File: config.mk
export PLATFORM = sky130hd
export DESIGN_NAME = diag_counters_and_watchdogs
export DESIGN_NICKNAME = d
export VERILOG_FILES = /design/src/rtl/wd_timer.v /design/src/rtl/diag_counters_and_watchdogs.v
export VERILOG_INCLUDE_DIRS = /design/src /design/src/rtl
export SDC_FILE = /design/constraint.sdc
export NUM_CORES = 1
export LEC_CHECK = 0
export ABC_AREA = 1
export BUFFER_PORTS_ARGS = -buffer_cell sky130_fd_sc_hd__buf_2
export CORE_MARGIN = 2
export CORE_UTILIZATION = 59
export CTS_CLUSTER_DIAMETER = 80
export DETAILED_ROUTE_END_ITERATION = 16
export HOLD_SLACK_MARGIN = 0.1
export PLACE_DENSITY = 0.8
export RECOVER_POWER = 50
export SLEW_MARGIN = 20
export SYNTH_ARGS = -nofsm -noshare
export SYNTH_HDL_FRONTEND = slang
export SYNTH_SLANG_ARGS = --single-unit
File: constraint.sdc
create_clock -name mclk -period 8.8 [get_ports mclk]
set_input_delay 1.76 -clock mclk [delete_from_list [all_inputs] [get_ports mclk]]
set_output_delay 1.76 -clock mclk [all_outputs]
set_load 0.05 [all_outputs]
File: src/rtl/diag_wd_consts.vh
/*
  Constants for the diagnostic counters and watchdogs: register byte offsets,
  field positions, reset values and timing figures.
  Assumes inclusion by bare name from the design files under rtl/.
*/
`ifndef DIAG_WD_CONSTS_VH
`define DIAG_WD_CONSTS_VH

// ==========================================================
// register byte offsets
`define OFS_PROC_UNIT_ERR   12'h30c
`define OFS_HOST_ERR_COUNT  12'h30d
`define OFS_HOST_ERR_CODE   12'h30e
`define OFS_LOST_LINK0      12'h310
`define OFS_LOST_LINK3      12'h313
`define OFS_WATCHDOG_INCREMENT_DIVIDER_LO   12'h400
`define OFS_WATCHDOG_INCREMENT_DIVIDER_HI   12'h401
`define OFS_HOST_WD_TIME_LO 12'h410
`define OFS_HOST_WD_TIME_HI 12'h411
`define OFS_PROC_WD_TIME_LO 12'h420
`define OFS_PROC_WD_TIME_HI 12'h421
`define OFS_PROC_WD_STAT_LO 12'h440
`define OFS_PROC_WD_STAT_HI 12'h441
`define OFS_PROC_WD_COUNT   12'h442
`define OFS_HOST_WD_COUNT   12'h443

// ==========================================================
// field positions of the host-port error code and the application event bit
`define ERRCODE_CYCLES_MSB  2
`define ERRCODE_BUSY_BIT    3
`define ERRCODE_NOTERM_BIT  4
`define ERRCODE_PAST_BIT    5
`define APP_EVT_WD_BIT      6

// ==========================================================
// reset values and limits
`define COUNT_MAX           8'hff
`define WD_TIME_DISABLED    16'h0000
`define WD_TIME_RESET       16'h03e8
`define WD_DIV_RESET        16'h4e20

// ==========================================================
// timing
`define CLK_PERIOD_PS       5000
`define WD_INCREMENT_NS     100000

`endif

File: src/rtl/wd_timer.v
/*
  One watchdog timer: counts basic increments since its last restart, sets
  expired and pulses expiredPulse when the count reaches the time setting.
  Assumes a one-cycle increment tick shared by all watchdogs.
*/
`timescale 1ns/1ps
`include "diag_wd_consts.vh"

module wd_timer #(
  parameter WIDTH = 16
) (
  // clock and reset
  input  wire             mclk,
  input  wire             reset,
  // control
  input  wire [WIDTH-1:0] timeSetting,
  input  wire             tick,
  input  wire             restart,
  // state
  output reg              expired,
  output reg              expiredPulse
);

  reg [WIDTH-1:0] elapsed_q;
  reg             done_q;
  wire            enabled = (timeSetting != `WD_TIME_DISABLED);

  // ==========================================================
  // increment counting; expiry fires once, then waits for a restart
  always @(posedge mclk or posedge reset) begin
    if (reset) begin
      elapsed_q    <= {WIDTH{1'b0}};
      done_q       <= 1'b0;
      expired      <= 1'b0;
      expiredPulse <= 1'b0;
    end else begin
      expiredPulse <= 1'b0;
      if (!enabled || restart) begin
        elapsed_q <= {WIDTH{1'b0}};
        done_q    <= 1'b0;
        expired   <= 1'b0;
      end else if (tick && !done_q) begin
        if (elapsed_q + {{(WIDTH-1){1'b0}}, 1'b1} >= timeSetting) begin
          done_q       <= 1'b1;
          expired      <= 1'b1;
          expiredPulse <= 1'b1;
        end
        elapsed_q <= elapsed_q + {{(WIDTH-1){1'b0}}, 1'b1};
      end
    end
  end

endmodule

File: src/rtl/diag_counters_and_watchdogs.v
/*
  Diagnostic error counters and the host-port and process-data watchdogs of
  a fieldbus slave controller, with two byte-wide register ports: one for
  the network side and one for the host port.
  Assumes all event inputs are one-cycle pulses synchronous to mclk and that
  a register access is one cycle of strobe with address and data.
*/
//
// Behaviour
// - processing-unit error counter counts frame errors, saturating at 0xff
// - a network-side write clears the processing-unit error counter; host writes do not
// - host-port error counter counts interface errors, saturating at 0xff
// - writing host-port error counter clears it and the error code
// - error code bits 2:0 hold access clock cycles modulo 8
// - error code flags busy, missing termination, continuation; bits 7:6 command
// - four lost-link counters saturate, count only with port loop automatic
// - lost links count only on open ports
// - writing any lost-link counter clears all four
// - watchdog times are 16-bit counts of basic increments, default 100ms
// - host watchdog off at zero, else restarted by each host access
// - one process watchdog, off at zero, restarted by triggering buffer writes
// - process watchdog status reads 0 expired, 1 running or disabled
// - no write ack: host read of status clears event; writes ignored
// - write ack: host write of status clears event, value ignored
// - process watchdog expiry counter saturates at 0xff
// - host watchdog expiry counter saturates at 0xff
// - writing either expiry counter clears both
// - event bit 6 set on process watchdog expiry, held until acknowledged
`timescale 1ns/1ps
`include "diag_wd_consts.vh"

module diag_counters_and_watchdogs #(
  parameter PORTS     = 4,
  parameter CNT_WIDTH = 8,
  parameter WD_WIDTH  = 16
) (
  // clock and reset
  input  wire                   mclk,
  input  wire                   reset,
  // network side register port
  input  wire [11:0]            netAddr,
  input  wire                   netWrite,
  input  wire                   netRead,
  input  wire [7:0]             netWdata,
  output reg  [7:0]             netRdata,
  // host port register port
  input  wire [11:0]            hostAddr,
  input  wire                   hostWrite,
  input  wire                   hostRead,
  input  wire [7:0]             hostWdata,
  output reg  [7:0]             hostRdata,
  input  wire                   writeAckMode,
  // error events
  input  wire                   frameError,
  input  wire                   hostPortError,
  input  wire [7:0]             spiCycles,
  input  wire                   spiBusyViolation,
  input  wire                   spiNoReadTerm,
  input  wire                   spiPastTerm,
  input  wire [2:0]             spiCommand,
  input  wire [PORTS-1:0]       linkLost,
  input  wire [PORTS-1:0]       portOpen,
  input  wire [PORTS-1:0]       portLoopAuto,
  // watchdog triggers
  input  wire                   bufferWdWrite,
  // state out
  output wire                   processWdEvent,
  output wire                   hostWdExpired
);

  reg  [CNT_WIDTH-1:0]       procErr_q;
  reg  [CNT_WIDTH-1:0]       hostErr_q;
  reg  [7:0]                 errCode_q;
  reg  [PORTS*CNT_WIDTH-1:0] lostLink_q;
  reg  [WD_WIDTH-1:0]        divider_q;
  reg  [WD_WIDTH-1:0]        hostWdTime_q;
  reg  [WD_WIDTH-1:0]        procWdTime_q;
  reg  [CNT_WIDTH-1:0]       procWdCnt_q;
  reg  [CNT_WIDTH-1:0]       hostWdCnt_q;
  reg                        wdEvent_q;
  reg  [WD_WIDTH-1:0]        divCnt_q;
  reg                        tick_q;

  wire procExpired;
  wire procExpPulse;
  wire hostExpPulse;

  // network side write decodes
  wire wrProcErr  = netWrite && (netAddr == `OFS_PROC_UNIT_ERR);
  wire wrHostErr  = netWrite && (netAddr == `OFS_HOST_ERR_COUNT);
  wire wrLostLink = netWrite && (netAddr >= `OFS_LOST_LINK0) && (netAddr <= `OFS_LOST_LINK3);
  wire wrWdCount  = netWrite && ((netAddr == `OFS_PROC_WD_COUNT) || (netAddr == `OFS_HOST_WD_COUNT));

  // host acknowledgement of the process watchdog event
  wire hostStatAddr = (hostAddr == `OFS_PROC_WD_STAT_LO) || (hostAddr == `OFS_PROC_WD_STAT_HI);
  wire ackRead      = !writeAckMode && hostRead && hostStatAddr;
  wire ackWrite     = writeAckMode && hostWrite && hostStatAddr;

  function [CNT_WIDTH-1:0] satInc;
    input [CNT_WIDTH-1:0] v;
    begin
      satInc = (v == `COUNT_MAX) ? v : v + {{(CNT_WIDTH-1){1'b0}}, 1'b1};
    end
  endfunction

  // ==========================================================
  // error counters; a write clears, a same-cycle event still lands
  always @(posedge mclk or posedge reset) begin
    if (reset) begin
      procErr_q <= {CNT_WIDTH{1'b0}};
      hostErr_q <= {CNT_WIDTH{1'b0}};
      errCode_q <= 8'h00;
    end else begin
      if (frameError)
        procErr_q <= wrProcErr ? {{(CNT_WIDTH-1){1'b0}}, 1'b1} : satInc(procErr_q);
      else if (wrProcErr)
        procErr_q <= {CNT_WIDTH{1'b0}};
      if (hostPortError) begin
        hostErr_q <= wrHostErr ? {{(CNT_WIDTH-1){1'b0}}, 1'b1} : satInc(hostErr_q);
        errCode_q <= {spiCommand[2:1], spiPastTerm, spiNoReadTerm,
                      spiBusyViolation, spiCycles[`ERRCODE_CYCLES_MSB:0]};
      end else if (wrHostErr) begin
        hostErr_q <= {CNT_WIDTH{1'b0}};
        errCode_q <= 8'h00;
      end
    end
  end

  // ==========================================================
  // lost-link counters, one per port
  genvar p;
  generate
    for (p = 0; p < PORTS; p = p + 1) begin : gLost
      wire countIt = linkLost[p] && portOpen[p] && portLoopAuto[p];
      always @(posedge mclk or posedge reset) begin
        if (reset)
          lostLink_q[p*CNT_WIDTH +: CNT_WIDTH] <= {CNT_WIDTH{1'b0}};
        else if (countIt)
          lostLink_q[p*CNT_WIDTH +: CNT_WIDTH] <= wrLostLink ? {{(CNT_WIDTH-1){1'b0}}, 1'b1} :
                                                  satInc(lostLink_q[p*CNT_WIDTH +: CNT_WIDTH]);
        else if (wrLostLink)
          lostLink_q[p*CNT_WIDTH +: CNT_WIDTH] <= {CNT_WIDTH{1'b0}};
      end
    end
  endgenerate

  // ==========================================================
  // settings, written by the network side only
  always @(posedge mclk or posedge reset) begin
    if (reset) begin
      divider_q    <= `WD_DIV_RESET;
      hostWdTime_q <= `WD_TIME_RESET;
      procWdTime_q <= `WD_TIME_RESET;
    end else if (netWrite) begin
      case (netAddr)
        `OFS_WATCHDOG_INCREMENT_DIVIDER_LO:   divider_q[7:0]     <= netWdata;
        `OFS_WATCHDOG_INCREMENT_DIVIDER_HI:   divider_q[15:8]    <= netWdata;
        `OFS_HOST_WD_TIME_LO: hostWdTime_q[7:0]  <= netWdata;
        `OFS_HOST_WD_TIME_HI: hostWdTime_q[15:8] <= netWdata;
        `OFS_PROC_WD_TIME_LO: procWdTime_q[7:0]  <= netWdata;
        `OFS_PROC_WD_TIME_HI: procWdTime_q[15:8] <= netWdata;
        default: ;
      endcase
    end
  end

  // ==========================================================
  // basic increment tick; divider counts in clocks, zero treated as one
  always @(posedge mclk or posedge reset) begin
    if (reset) begin
      divCnt_q <= {WD_WIDTH{1'b0}};
      tick_q   <= 1'b0;
    end else if (divCnt_q + {{(WD_WIDTH-1){1'b0}}, 1'b1} >= divider_q) begin
      divCnt_q <= {WD_WIDTH{1'b0}};
      tick_q   <= 1'b1;
    end else begin
      divCnt_q <= divCnt_q + {{(WD_WIDTH-1){1'b0}}, 1'b1};
      tick_q   <= 1'b0;
    end
  end

  wd_timer #(.WIDTH(WD_WIDTH)) uHostWd (
    .mclk         (mclk),
    .reset        (reset),
    .timeSetting  (hostWdTime_q),
    .tick         (tick_q),
    .restart      (hostRead || hostWrite),
    .expired      (hostWdExpired),
    .expiredPulse (hostExpPulse)
  );

  wd_timer #(.WIDTH(WD_WIDTH)) uProcWd (
    .mclk         (mclk),
    .reset        (reset),
    .timeSetting  (procWdTime_q),
    .tick         (tick_q),
    .restart      (bufferWdWrite),
    .expired      (procExpired),
    .expiredPulse (procExpPulse)
  );

  // ==========================================================
  // expiry counters and the application event bit
  always @(posedge mclk or posedge reset) begin
    if (reset) begin
      procWdCnt_q <= {CNT_WIDTH{1'b0}};
      hostWdCnt_q <= {CNT_WIDTH{1'b0}};
      wdEvent_q   <= 1'b0;
    end else begin
      if (procExpPulse)
        procWdCnt_q <= wrWdCount ? {{(CNT_WIDTH-1){1'b0}}, 1'b1} : satInc(procWdCnt_q);
      else if (wrWdCount)
        procWdCnt_q <= {CNT_WIDTH{1'b0}};
      if (hostExpPulse)
        hostWdCnt_q <= wrWdCount ? {{(CNT_WIDTH-1){1'b0}}, 1'b1} : satInc(hostWdCnt_q);
      else if (wrWdCount)
        hostWdCnt_q <= {CNT_WIDTH{1'b0}};
      // new expiry wins over a same-cycle acknowledge
      if (procExpPulse)
        wdEvent_q <= 1'b1;
      else if (ackRead || ackWrite)
        wdEvent_q <= 1'b0;
    end
  end

  assign processWdEvent = wdEvent_q;

  // ==========================================================
  // read mux shared by both ports
  function [7:0] regRead;
    input [11:0] a;
    begin
      case (a)
        `OFS_PROC_UNIT_ERR:   regRead = procErr_q;
        `OFS_HOST_ERR_COUNT:  regRead = hostErr_q;
        `OFS_HOST_ERR_CODE:   regRead = errCode_q;
        12'h310:              regRead = lostLink_q[7:0];
        12'h311:              regRead = lostLink_q[15:8];
        12'h312:              regRead = lostLink_q[23:16];
        `OFS_LOST_LINK3:      regRead = lostLink_q[31:24];
        `OFS_WATCHDOG_INCREMENT_DIVIDER_LO:   regRead = divider_q[7:0];
        `OFS_WATCHDOG_INCREMENT_DIVIDER_HI:   regRead = divider_q[15:8];
        `OFS_HOST_WD_TIME_LO: regRead = hostWdTime_q[7:0];
        `OFS_HOST_WD_TIME_HI: regRead = hostWdTime_q[15:8];
        `OFS_PROC_WD_TIME_LO: regRead = procWdTime_q[7:0];
        `OFS_PROC_WD_TIME_HI: regRead = procWdTime_q[15:8];
        `OFS_PROC_WD_STAT_LO: regRead = {7'h00, ~procExpired};
        `OFS_PROC_WD_COUNT:   regRead = procWdCnt_q;
        `OFS_HOST_WD_COUNT:   regRead = hostWdCnt_q;
        default:              regRead = 8'h00;
      endcase
    end
  endfunction

  always @(posedge mclk or posedge reset) begin
    if (reset) begin
      netRdata  <= 8'h00;
      hostRdata <= 8'h00;
    end else begin
      if (netRead)
        netRdata <= regRead(netAddr);
      if (hostRead)
        hostRdata <= regRead(hostAddr);
    end
  end

endmodule

* Yosys cells after proc, flatten, opt, wreduce, memory -nomap -nowiden *
Index checks and enable logic that the tools add are counted.

storage, ports and cells
  register bits = 190
  output and inout port bits = 18
  logic and storage cells = 204

operators by class
  add/subtract/negate cells = 11
  $lt $le $gt $ge = 5
  equal/unequal tests = 49
  muxes and demuxes = 51
  bitwise logic cells = 1
  reduce and logical (&&, ||, !) cells = 61

operators by type and width
  kind                     count
  $pmux W8 S16             2
  $mux W8                  29
  $eq A12 B11 Y1 const B   19
  $eq A12 B10 Y1 const B   14
  $mux W16                 5
  $add A8 B1 Y8 const B    8
  $eq A8 B8 Y1 const B     8
  $add A16 B1 Y16 const B  3
  $ge A16 B16 Y1           3
  $reduce_and A2 Y1        16
  $reduce_bool A16 Y1      2
  $reduce_bool A2 Y1       13
  $logic_and A1 B1 Y1      19
  $ne A2 B2 Y1 const B     8
  $mux W1                  15
  $ge A12 B10 Y1 const B   1
  $le A12 B10 Y1 const B   1
  $logic_or A1 B1 Y1       6
  $logic_not A1 Y1         5
  $not A1 Y1               1

* Depth between registers and ports, before layout *
Gate-level depths: netlist (run 1).

  depth in word-level cells = 6
  mapped depth = 16

* Cells and area by module *
A second synthesis (run 1) with hierarchy kept.

second synthesis, totals
  cell total of the unflattened synthesis = 1977
  area, all modules = 13510.5 um2

modules (own cells, without submodules)
  module                       instances  cells each  area an instance (um2)
  diag_counters_and_watchdogs  1          1541        10475.0
  wd_timer                     2          218         1517.7

* Worst setup path after synthesis (run 1) *
No wires, ideal clock.

  path type = input to register
  start = in netAddr[9]
  end = reg hostWdCnt_q[0]
  library setup time = 0.132 ns
  data arrival time = 2.788 ns
  required time = 8.668 ns
  path slack = 5.880 ns
  stages on the path = 10
  path buffers = 1
  path through = or2_4 nor2_8 buf_4 nand3_1 nand2_1 nand2_2 nand2_2 inv_2 nand2_1 o211ai_1

between the ends
  word-level cells in the longest chain between the ends = 5
  elaborated cells between the ends (all ways) = 9

RTL lines
  item                                                                  line                               RTL
  from (decl)                                                           diag_counters_and_watchdogs.v:41   input wire [11:0] netAddr,
  $eq A12 B11 Y1                                                        -
  $logic_or A1 B1 Y1 (*)                                                diag_counters_and_watchdogs.v:92   wire wrWdCount = netWrite && ((netAddr == `OFS_PROC_WD_COUNT) || (netAddr == `OFS_HOST_WD_COUNT));
  $logic_and A1 B1 Y1 (*)                                               diag_counters_and_watchdogs.v:92
  $ne A2 B2 Y1 (no source line) (tied with other cells)                 -
  $reduce_and A2 Y1 (no source line) / $mux W8 (equally long branches)  -
  to (signal assigned)                                                  diag_counters_and_watchdogs.v:207  hostWdCnt_q <= {CNT_WIDTH{1'b0}};
  to (signal assigned)                                                  diag_counters_and_watchdogs.v:215  hostWdCnt_q <= wrWdCount ? {{(CNT_WIDTH-1){1'b0}}, 1'b1} : satInc(hostWdCnt_q);
  to (signal assigned)                                                  diag_counters_and_watchdogs.v:217  hostWdCnt_q <= {CNT_WIDTH{1'b0}};
  to (decl)                                                             diag_counters_and_watchdogs.v:79   reg [CNT_WIDTH-1:0] hostWdCnt_q;

Mark *: on every way between the ends. The rest lies on a longest branch, timed or not.
A chain may end at the register's enable or synchronous reset.

* Worst setup path in the final report (run 1) *
  start = in netAddr[11]
  end = reg hostErr_q[0]

between the ends
  word-level cells in the longest chain between the ends = 4
  elaborated cells between the ends (all ways) = 7

RTL lines
  item                                                                  line                               RTL
  $eq A12 B10 Y1 (*)                                                    -
  $logic_and A1 B1 Y1 (*)                                               diag_counters_and_watchdogs.v:90   wire wrHostErr = netWrite && (netAddr == `OFS_HOST_ERR_COUNT);
  $ne A2 B2 Y1 (no source line) (tied with other cells)                 -
  $reduce_and A2 Y1 (no source line) / $mux W8 (equally long branches)  -
  to (signal assigned)                                                  diag_counters_and_watchdogs.v:111  hostErr_q <= {CNT_WIDTH{1'b0}};
  to (signal assigned)                                                  diag_counters_and_watchdogs.v:119  hostErr_q <= wrHostErr ? {{(CNT_WIDTH-1){1'b0}}, 1'b1} : satInc(hostErr_q);
  to (signal assigned)                                                  diag_counters_and_watchdogs.v:123  hostErr_q <= {CNT_WIDTH{1'b0}};
  to (decl)                                                             diag_counters_and_watchdogs.v:72   reg [CNT_WIDTH-1:0] hostErr_q;

Marks and branches as above.

==> results of run 1 <==
## layout make-up
type                       count  share of cell area
tap                          285              0.0246
multi-input combinational   1442               0.501
inverter                     293              0.0765
clock buffer                  18              0.0296
clock inverter                14              0.0117
timing repair buffer          82              0.0265
sequential                   190               0.330
## cells in the final DEF, fill, tap and decap left out, drive strengths merged, types with 2 or more instances in the layout
cell type  count
nor3b          5
nand2        531
dfrtp        173
xor2          32
a21boi         2
ha            59
nor3          21
nand4         29
o21bai         4
o21ai        108
inv          297
nor2         212
or2            7
nand3        338
o211ai         5
and3           2
nor4          11
dfstp         17
clkbuf        41
xnor2         11
a21oi         56
o21a           6
buf           59
clkinv         8
## cell families after synthesis
kind of cell | Yosys count | share of synthesized area
flip-flops | 190 | 0.356
AO/OA/AOI/OAI | 182 | 0.0721
XOR/XNOR | 43 | 0.0281
adder cells (fa/ha/maj) | 59 | 0.0551
buffers and inverters | 336 | 0.101
AND/OR/NAND/NOR | 1158 | 0.387
## final timing paths
| check | depth (start not counted) | start | slack, ns | endpoint |
|---|---|---|---|---|
| max | 11 | netAddr[11] | 4.18 | hostErr_q[0]$_DFFE_PP0P_ |
| min | 2 | netRdata[5]$_DFFE_PP0P_ | 0.49 | netRdata[5]$_DFFE_PP0P_ |
| max reg2reg | 15 | divCnt_q[0]$_DFF_PP0_ | 5.67 | divCnt_q[7]$_DFF_PP0_ |
| min reg2reg | 2 | netRdata[5]$_DFFE_PP0P_ | 0.49 | netRdata[5]$_DFFE_PP0P_ |
| max in group asynchronous | 3 | reset | 5.90 | divCnt_q[7]$_DFF_PP0_ |
| min in group asynchronous | 2 | reset | 1.46 | lostLink_q[13]$_DFFE_PP0P_ |
## routing by layer
| metal | vias up | wire length (µm) | global-route usage |
|---|---|---|---|
| met3 | 56 | 3120 | 0.0471 |
| li1 | 6453 | - | - |
| met2 | 562 | 17000 | 0.508 |
| met1 | 6220 | 17500 | 0.491 |
| met4 | 0 | 689 | 0.0966 |
| met5 | - | 0 | 0 |
## sequential cells by signal (all words and copies together), names as in the netlist, 8 cells and up
name	flops
divCnt_q	16
errCode_q	8
hostErr_q	8
procWdCnt_q	8
hostWdTime_q	16
hostRdata	8
divider_q	16
lostLink_q	32
procErr_q	8
uHostWd.elapsed_q	16
procWdTime_q	16
hostWdCnt_q	8
uProcWd.elapsed_q	16
netRdata	8
## power groups by stage
| stage | Clock [W] | Sequential, W | Combinational, W |
|---|---|---|---|
| 2_1_floorplan | 0 | 0.000995 | 0.000179 |
| 3_3_place_gp | 0 | 0.00102 | 0.000231 |
| 3_5_place_dp | 0 | 0.00103 | 0.000244 |
| 4_1_cts | 0.000806 | 0.00101 | 0.000245 |
| 5_1_grt | 0.000843 | 0.00102 | 0.000282 |
| 6_report | 0.000800 | 0.00102 | 0.000244 |
## stage by stage
step                      utilization  cells  cell area [µm²]  worst slack [ns]  total power (W)
after floorplan                     -   1968            13400              1.90          0.00117
after global placement          0.619   2292            13900              5.01          0.00126
after detailed placement        0.619   2292            13900              4.89          0.00127
after CTS                       0.646   2324            14500              5.30          0.00206
after global routing            0.644   2324            14500              3.65          0.00215
final                           0.644   2324            14500              4.18          0.00206
## worst reg2reg max path: stages, from the launching register on
cell	delay [ns]
dfrtp_1	0.41
nand2_1	0.07
nor2_1	0.21
nand4_1	0.27
inv_1	0.15
nand3_1	0.12
nor2_1	0.14
nand2_1	0.07
nand2_1	0.10
inv_1	0.07
ha_1	0.29
a21oi_1	0.15
o21ai_0	0.09
a21oi_1	0.15
nand3_1	0.49
nor2_1	0.27
==> flow_summary.ini, run 1 <==
[run_status]
status = finished with violations
failed_checks = max-capacitance violations, max-slew violations

[route]
wire_per_inst_um = 16.5
ant_nets = 0
drc_errors = 0
first_iter_violations = 1485
drt-total-wl_um = 38300
dr.pass1.iters = 8
vias = 13300
via_per_inst = 5.72

[die]
die_w_um = 155
io_pins = 94
die-area_mm2 = 0.0239
core_area_mm2 = 0.0225
start_util = 0.596
die_h_um = 155
num_rows = 55

[critical_path]
worst_path_most_repeated_cell = nand2_1
worst_path_largest_cell_delay_ns = 1.67
path_max_fanout = 56
critPathKind = primary input to flip-flop
arrival_ns = 4.98
cp-end-kind = flip-flop
worst_path_max_delay_cell = clkbuf_1
cp_cell_sequence = buf_2 > nor2_1 > nand2_1 > inv_1 > clkbuf_1 > nand2_1 > nor2_1 > nand2_1 > inv_1 > nand2_1 > o211ai_1
startpoint_type = primary input
critPathTopFamily = buffers and inverters
worstPathRequired_ns = 9.17
path_buf_inv = 4

[timing]
hold_viol = 0
setup_viol = 0
rsz0062_at_grt = false
setup_tns_ns = 0
finalCriticalPeriod_ns = 4.62
period_share = 0.525
clock_skew_ns = 0.0171
fin_hold_ws_ns = 0.485
drv_slew = 57
max-slew-margin-rel = -0.573
worst_slew_pin_slew_ns = 2.36
clock.fmax_mhz = 217

[global_routing]
grt_pass1_vias = 12300
grt.overflow.total = 0
grtUsageTotal = 0.331
grt_pass1_wl_um = 63100
grt_max_degree = 120
antenna_found_initial = 0

[pwr]
leakage_nw = 7.55
comb_power_share = 0.118
p_per_area_mw_per_mm2 = 142
seqPwrFrac = 0.493
switchingPower_w = 0.000649
power.internal_w = 0.00141
clockPowerShare = 0.388
p_sw_frac = 0.315
ir_drop_uv = 118

[logic_synthesis]
synthTopCellsByArea = dfrtp_1, nand2_1, nand3_1, inv_1, ha_1
synthCells = 1968
syn_avg_cell_area_um2 = 6.81
yosys_warnings = 0
synth_common_cells = nand2_1, nand3_1, inv_1
synthesis.area_mm2 = 0.0134
synth-edff-count = 0
synth_flop_cell = dfrtp_1
async_flop_share = 1.00
yosysTopAreaCellShare = 0.323
ys_ff_latch = 190
synth_largest_area_cell = dfrtp_1
synth_nets = 2103
synth_cell_type_count = 42
ys_seq_area_frac = 0.356
yosysMostFrequentCell = nand2_1

[layout]
layout-drive-gt1-share = 0.0848
layout.nets = 2161
multiInputGateArea_mm2 = 0.00726
nFillCells = 2000
antennaDiodeCount = 0
ff_latch_area_mm2 = 0.00478
syn_to_final_growth_pct = 8.03

[cts]
root_buffer = clkbuf_16
postCtsSetupRepairBufs = 0
cts.clk_slew.worst_paths_ns = 0.08
clock_sinks = 190
cts_max_path_buffers = 2
postCtsResizedCells = 0
cts_tree = built
hold_buffers = 0
clock_latency_ns = 0.46
cts-htree-levels = 4
numCtsBuffers = 17

[placement]
io_buffer_count = 79
place_congestion = 0.959
place_hpwl_um = 28900

[flow_run]
cap_viol_max_count = 1

[min_path]
hp-class = flip-flop to flip-flop
Power figures use the tool's default switching activity.
==> inputs of run 2 (changes only) <==
ABC_AREA = 0   (was 1)
clock period = 4.3 ns   (was 8.8 ns; I/O delays follow)
==> run 2 against run 1 <==
  * The flow still finishes with violations (max-capacitance violations, max-slew violations)
  * Core utilization up 1.3 points
  * Setup slack got worse by 3.2 ns
  * Sequential power increased by 120%
==> flow_summary.ini, run 2 <==
[route]
drc_errors = 0
dr.pass1.iters = 6
wire_per_inst_um = 21.6
via_per_inst = 6.50
vias = 11100
first_iter_violations = 1458
ant_nets = 0
drt-total-wl_um = 37000

[critical_path]
critPathKind = flip-flop to flip-flop
reg2reg_to = uProcWd.expired$_DFFE_PP0P_
r2r_start = uProcWd.elapsed_q[0]$_DFFE_PP0P_
startpoint_type = flip-flop
rr_worst_depth = 11
arrival_ns = 3.70
cp-end-kind = flip-flop
worstPathRequired_ns = 4.69
path_max_fanout = 5
reg2reg_slack_ns = 0.99

[die]
num_rows = 53
die-area_mm2 = 0.0227
die_h_um = 151
start_util = 0.603
io_pins = 94
die_w_um = 151
core_area_mm2 = 0.0211

[timing]
rsz0062_at_grt = false
clock_skew_ns = 0.0131
max-slew-margin-rel = -0.431
period_share = 0.771
setup_tns_ns = 0
clock.fmax_mhz = 302
setup_viol = 0
drv_slew = 87
hold_viol = 0
finalCriticalPeriod_ns = 3.31
worst_slew_pin_slew_ns = 2.15

[min_path]
hp-class = flip-flop to flip-flop
hp-start = netRdata[2]$_DFFE_PP0P_
holdPathStages = 1
min_to = netRdata[2]$_DFFE_PP0P_

[placement]
place_congestion = 0.987
place_hpwl_um = 27100
io_buffer_count = 79

[cts]
hold_buffers = 0
postCtsResizedCells = 0
cts-htree-levels = 4
cts_max_path_buffers = 2
root_buffer = clkbuf_16
cts.clk_slew.worst_paths_ns = 0.07
cts_tree = built
numCtsBuffers = 17
postCtsSetupRepairBufs = 0
clock_latency_ns = 0.45
clock_sinks = 190

[logic_synthesis]
async_flop_share = 1.00
synthTopCellsByArea = dfrtp_1, ha_1, mux2_2, nand2_1, nor2_1
synth_cell_type_count = 83
yosysTopAreaCellShare = 0.341
synth-edff-count = 0
synth_flop_cell = dfrtp_1
yosys_warnings = 0
synthesis.area_mm2 = 0.0127
syn_avg_cell_area_um2 = 9.23
ys_seq_area_frac = 0.376
synth_common_cells = dfrtp_1, nand2_1, nor2_1
yosysMostFrequentCell = dfrtp_1
ys_ff_latch = 190
synth_largest_area_cell = dfrtp_1
synth_nets = 1512
synthCells = 1377

[layout]
nFillCells = 1702
layout_commonest_cell = dfrtp_1
largest_reg_flops = 32
top_register = lostLink_q
syn_to_final_growth_pct = 8.85
layout_common_cells = dfrtp_1, nand2_1, nor2_1
layout.nets = 1560
layout-drive-gt1-share = 0.160

[flow_run]
cap_viol_max_count = 1

[pwr]
p_per_area_mw_per_mm2 = 340
power_w = 0.00470
ir_drop_uv = 232
leakage_nw = 5.88

[global_routing]
grt_pass1_wl_um = 57900
grt.overflow.total = 0
grtUsageTotal = 0.334
grt_max_degree = 191
antenna_found_initial = 1
grt_pass1_vias = 10500

[run_status]
failed_checks = max-capacitance violations, max-slew violations
status = finished with violations
## run 2: cell types whose count changed after synthesis, sizes merged, moves of 39 or more
| cell | delta |
|---|---|
| mux2 | +60 |
| nor2 | -77 |
| xnor2 | +39 |
| inv | -227 |
| nand2 | -381 |
| nand3 | -277 |
## run 2: worst max-delay path by stage
stage / from / end / slack, ns / cells past startpoint
CTS: uProcWd.elapsed_q[0]$_DFFE_PP0P_ / uProcWd.expired$_DFFE_PP0P_ / 1.01 / 11
floorplan: reset / divCnt_q[0]$_DFF_PP0_ / 1.01 / 1
finish: uProcWd.elapsed_q[0]$_DFFE_PP0P_ / uProcWd.expired$_DFFE_PP0P_ / 0.99 / 11
global placement: uProcWd.elapsed_q[0]$_DFFE_PP0P_ / uProcWd.expired$_DFFE_PP0P_ / 1.10 / 11
global route: divCnt_q[2]$_DFF_PP0_ / divCnt_q[5]$_DFF_PP0_ / 0.75 / 11
detailed placement: uProcWd.elapsed_q[0]$_DFFE_PP0P_ / uProcWd.expired$_DFFE_PP0P_ / 1.04 / 11
## run 2: cell type report
class | count | area, µm² | area share
flip-flops and latches | 190 | 4780 | 0.345
well taps | 275 | 344 | 0.0249
clock buffers | 17 | 425 | 0.0307
clock inverters | 15 | 173 | 0.0125
repair buffers | 87 | 472 | 0.0341
inverters | 65 | 248 | 0.0179
multi-input cells | 1064 | 7400 | 0.535
diodes | 1 | 2.50 | 0.000181
## run 2: worst max-delay path: stages (launching register included)
cell and delay (ns):
dfrtp_1 0.44, ha_1 0.24, nand3_1 0.21, nor4_2 0.41, nand3_1 0.24, nor2_1 0.17, xor2_1 0.08, ha_1 0.29
and4_1 0.19, o211ai_1 0.08, a211oi_1 0.76, a21o_1 0.14
## run 2: through the flow
step | utilization | std cells | hold WS, ns | worst slack, ns | area, µm²
2_1_floorplan | - | 1377 | 0.477 | 1.01 | 12700
3_3_place_gp | 0.627 | 1680 | 0.468 | 1.10 | 13200
3_5_place_dp | 0.627 | 1680 | 0.464 | 1.04 | 13200
4_1_cts | 0.656 | 1712 | 0.489 | 1.01 | 13800
5_1_grt | 0.656 | 1713 | 0.501 | 0.751 | 13800
6_report | 0.656 | 1714 | 0.490 | 0.985 | 13800
## run 2: cells by family after synthesis
| family | after synthesis | synth area share |
|---|---|---|
| AOI/OAI and AO/OA | 267 | 0.143 |
| xor gates and xnor gates | 100 | 0.0689 |
| adders and majority gates | 59 | 0.0581 |
| buffers and inverters | 123 | 0.0429 |
| DFF | 190 | 0.376 |
| muxes | 102 | 0.0931 |
| and+or+nand+nor | 536 | 0.219 |
## run 2: routing by layer
layer	vias up	routed length, µm	GRT usage
li1	5095	-	-
met1	5383	16200	0.483
met2	567	16000	0.493
met3	102	3630	0.0825
met4	0	1180	0.111
met5	-	0	0
## run 2: power breakdown
| group | internal, W | leakage (nW) | switching (W) |
|---|---|---|---|
| clock | 0.000832 | 0.291 | 0.000805 |
| sequential | 0.00195 | 2.44 | 0.000316 |
| combinational | 0.000310 | 3.15 | 0.000486 |
| total | 0.00309 | 5.88 | 0.00161 |
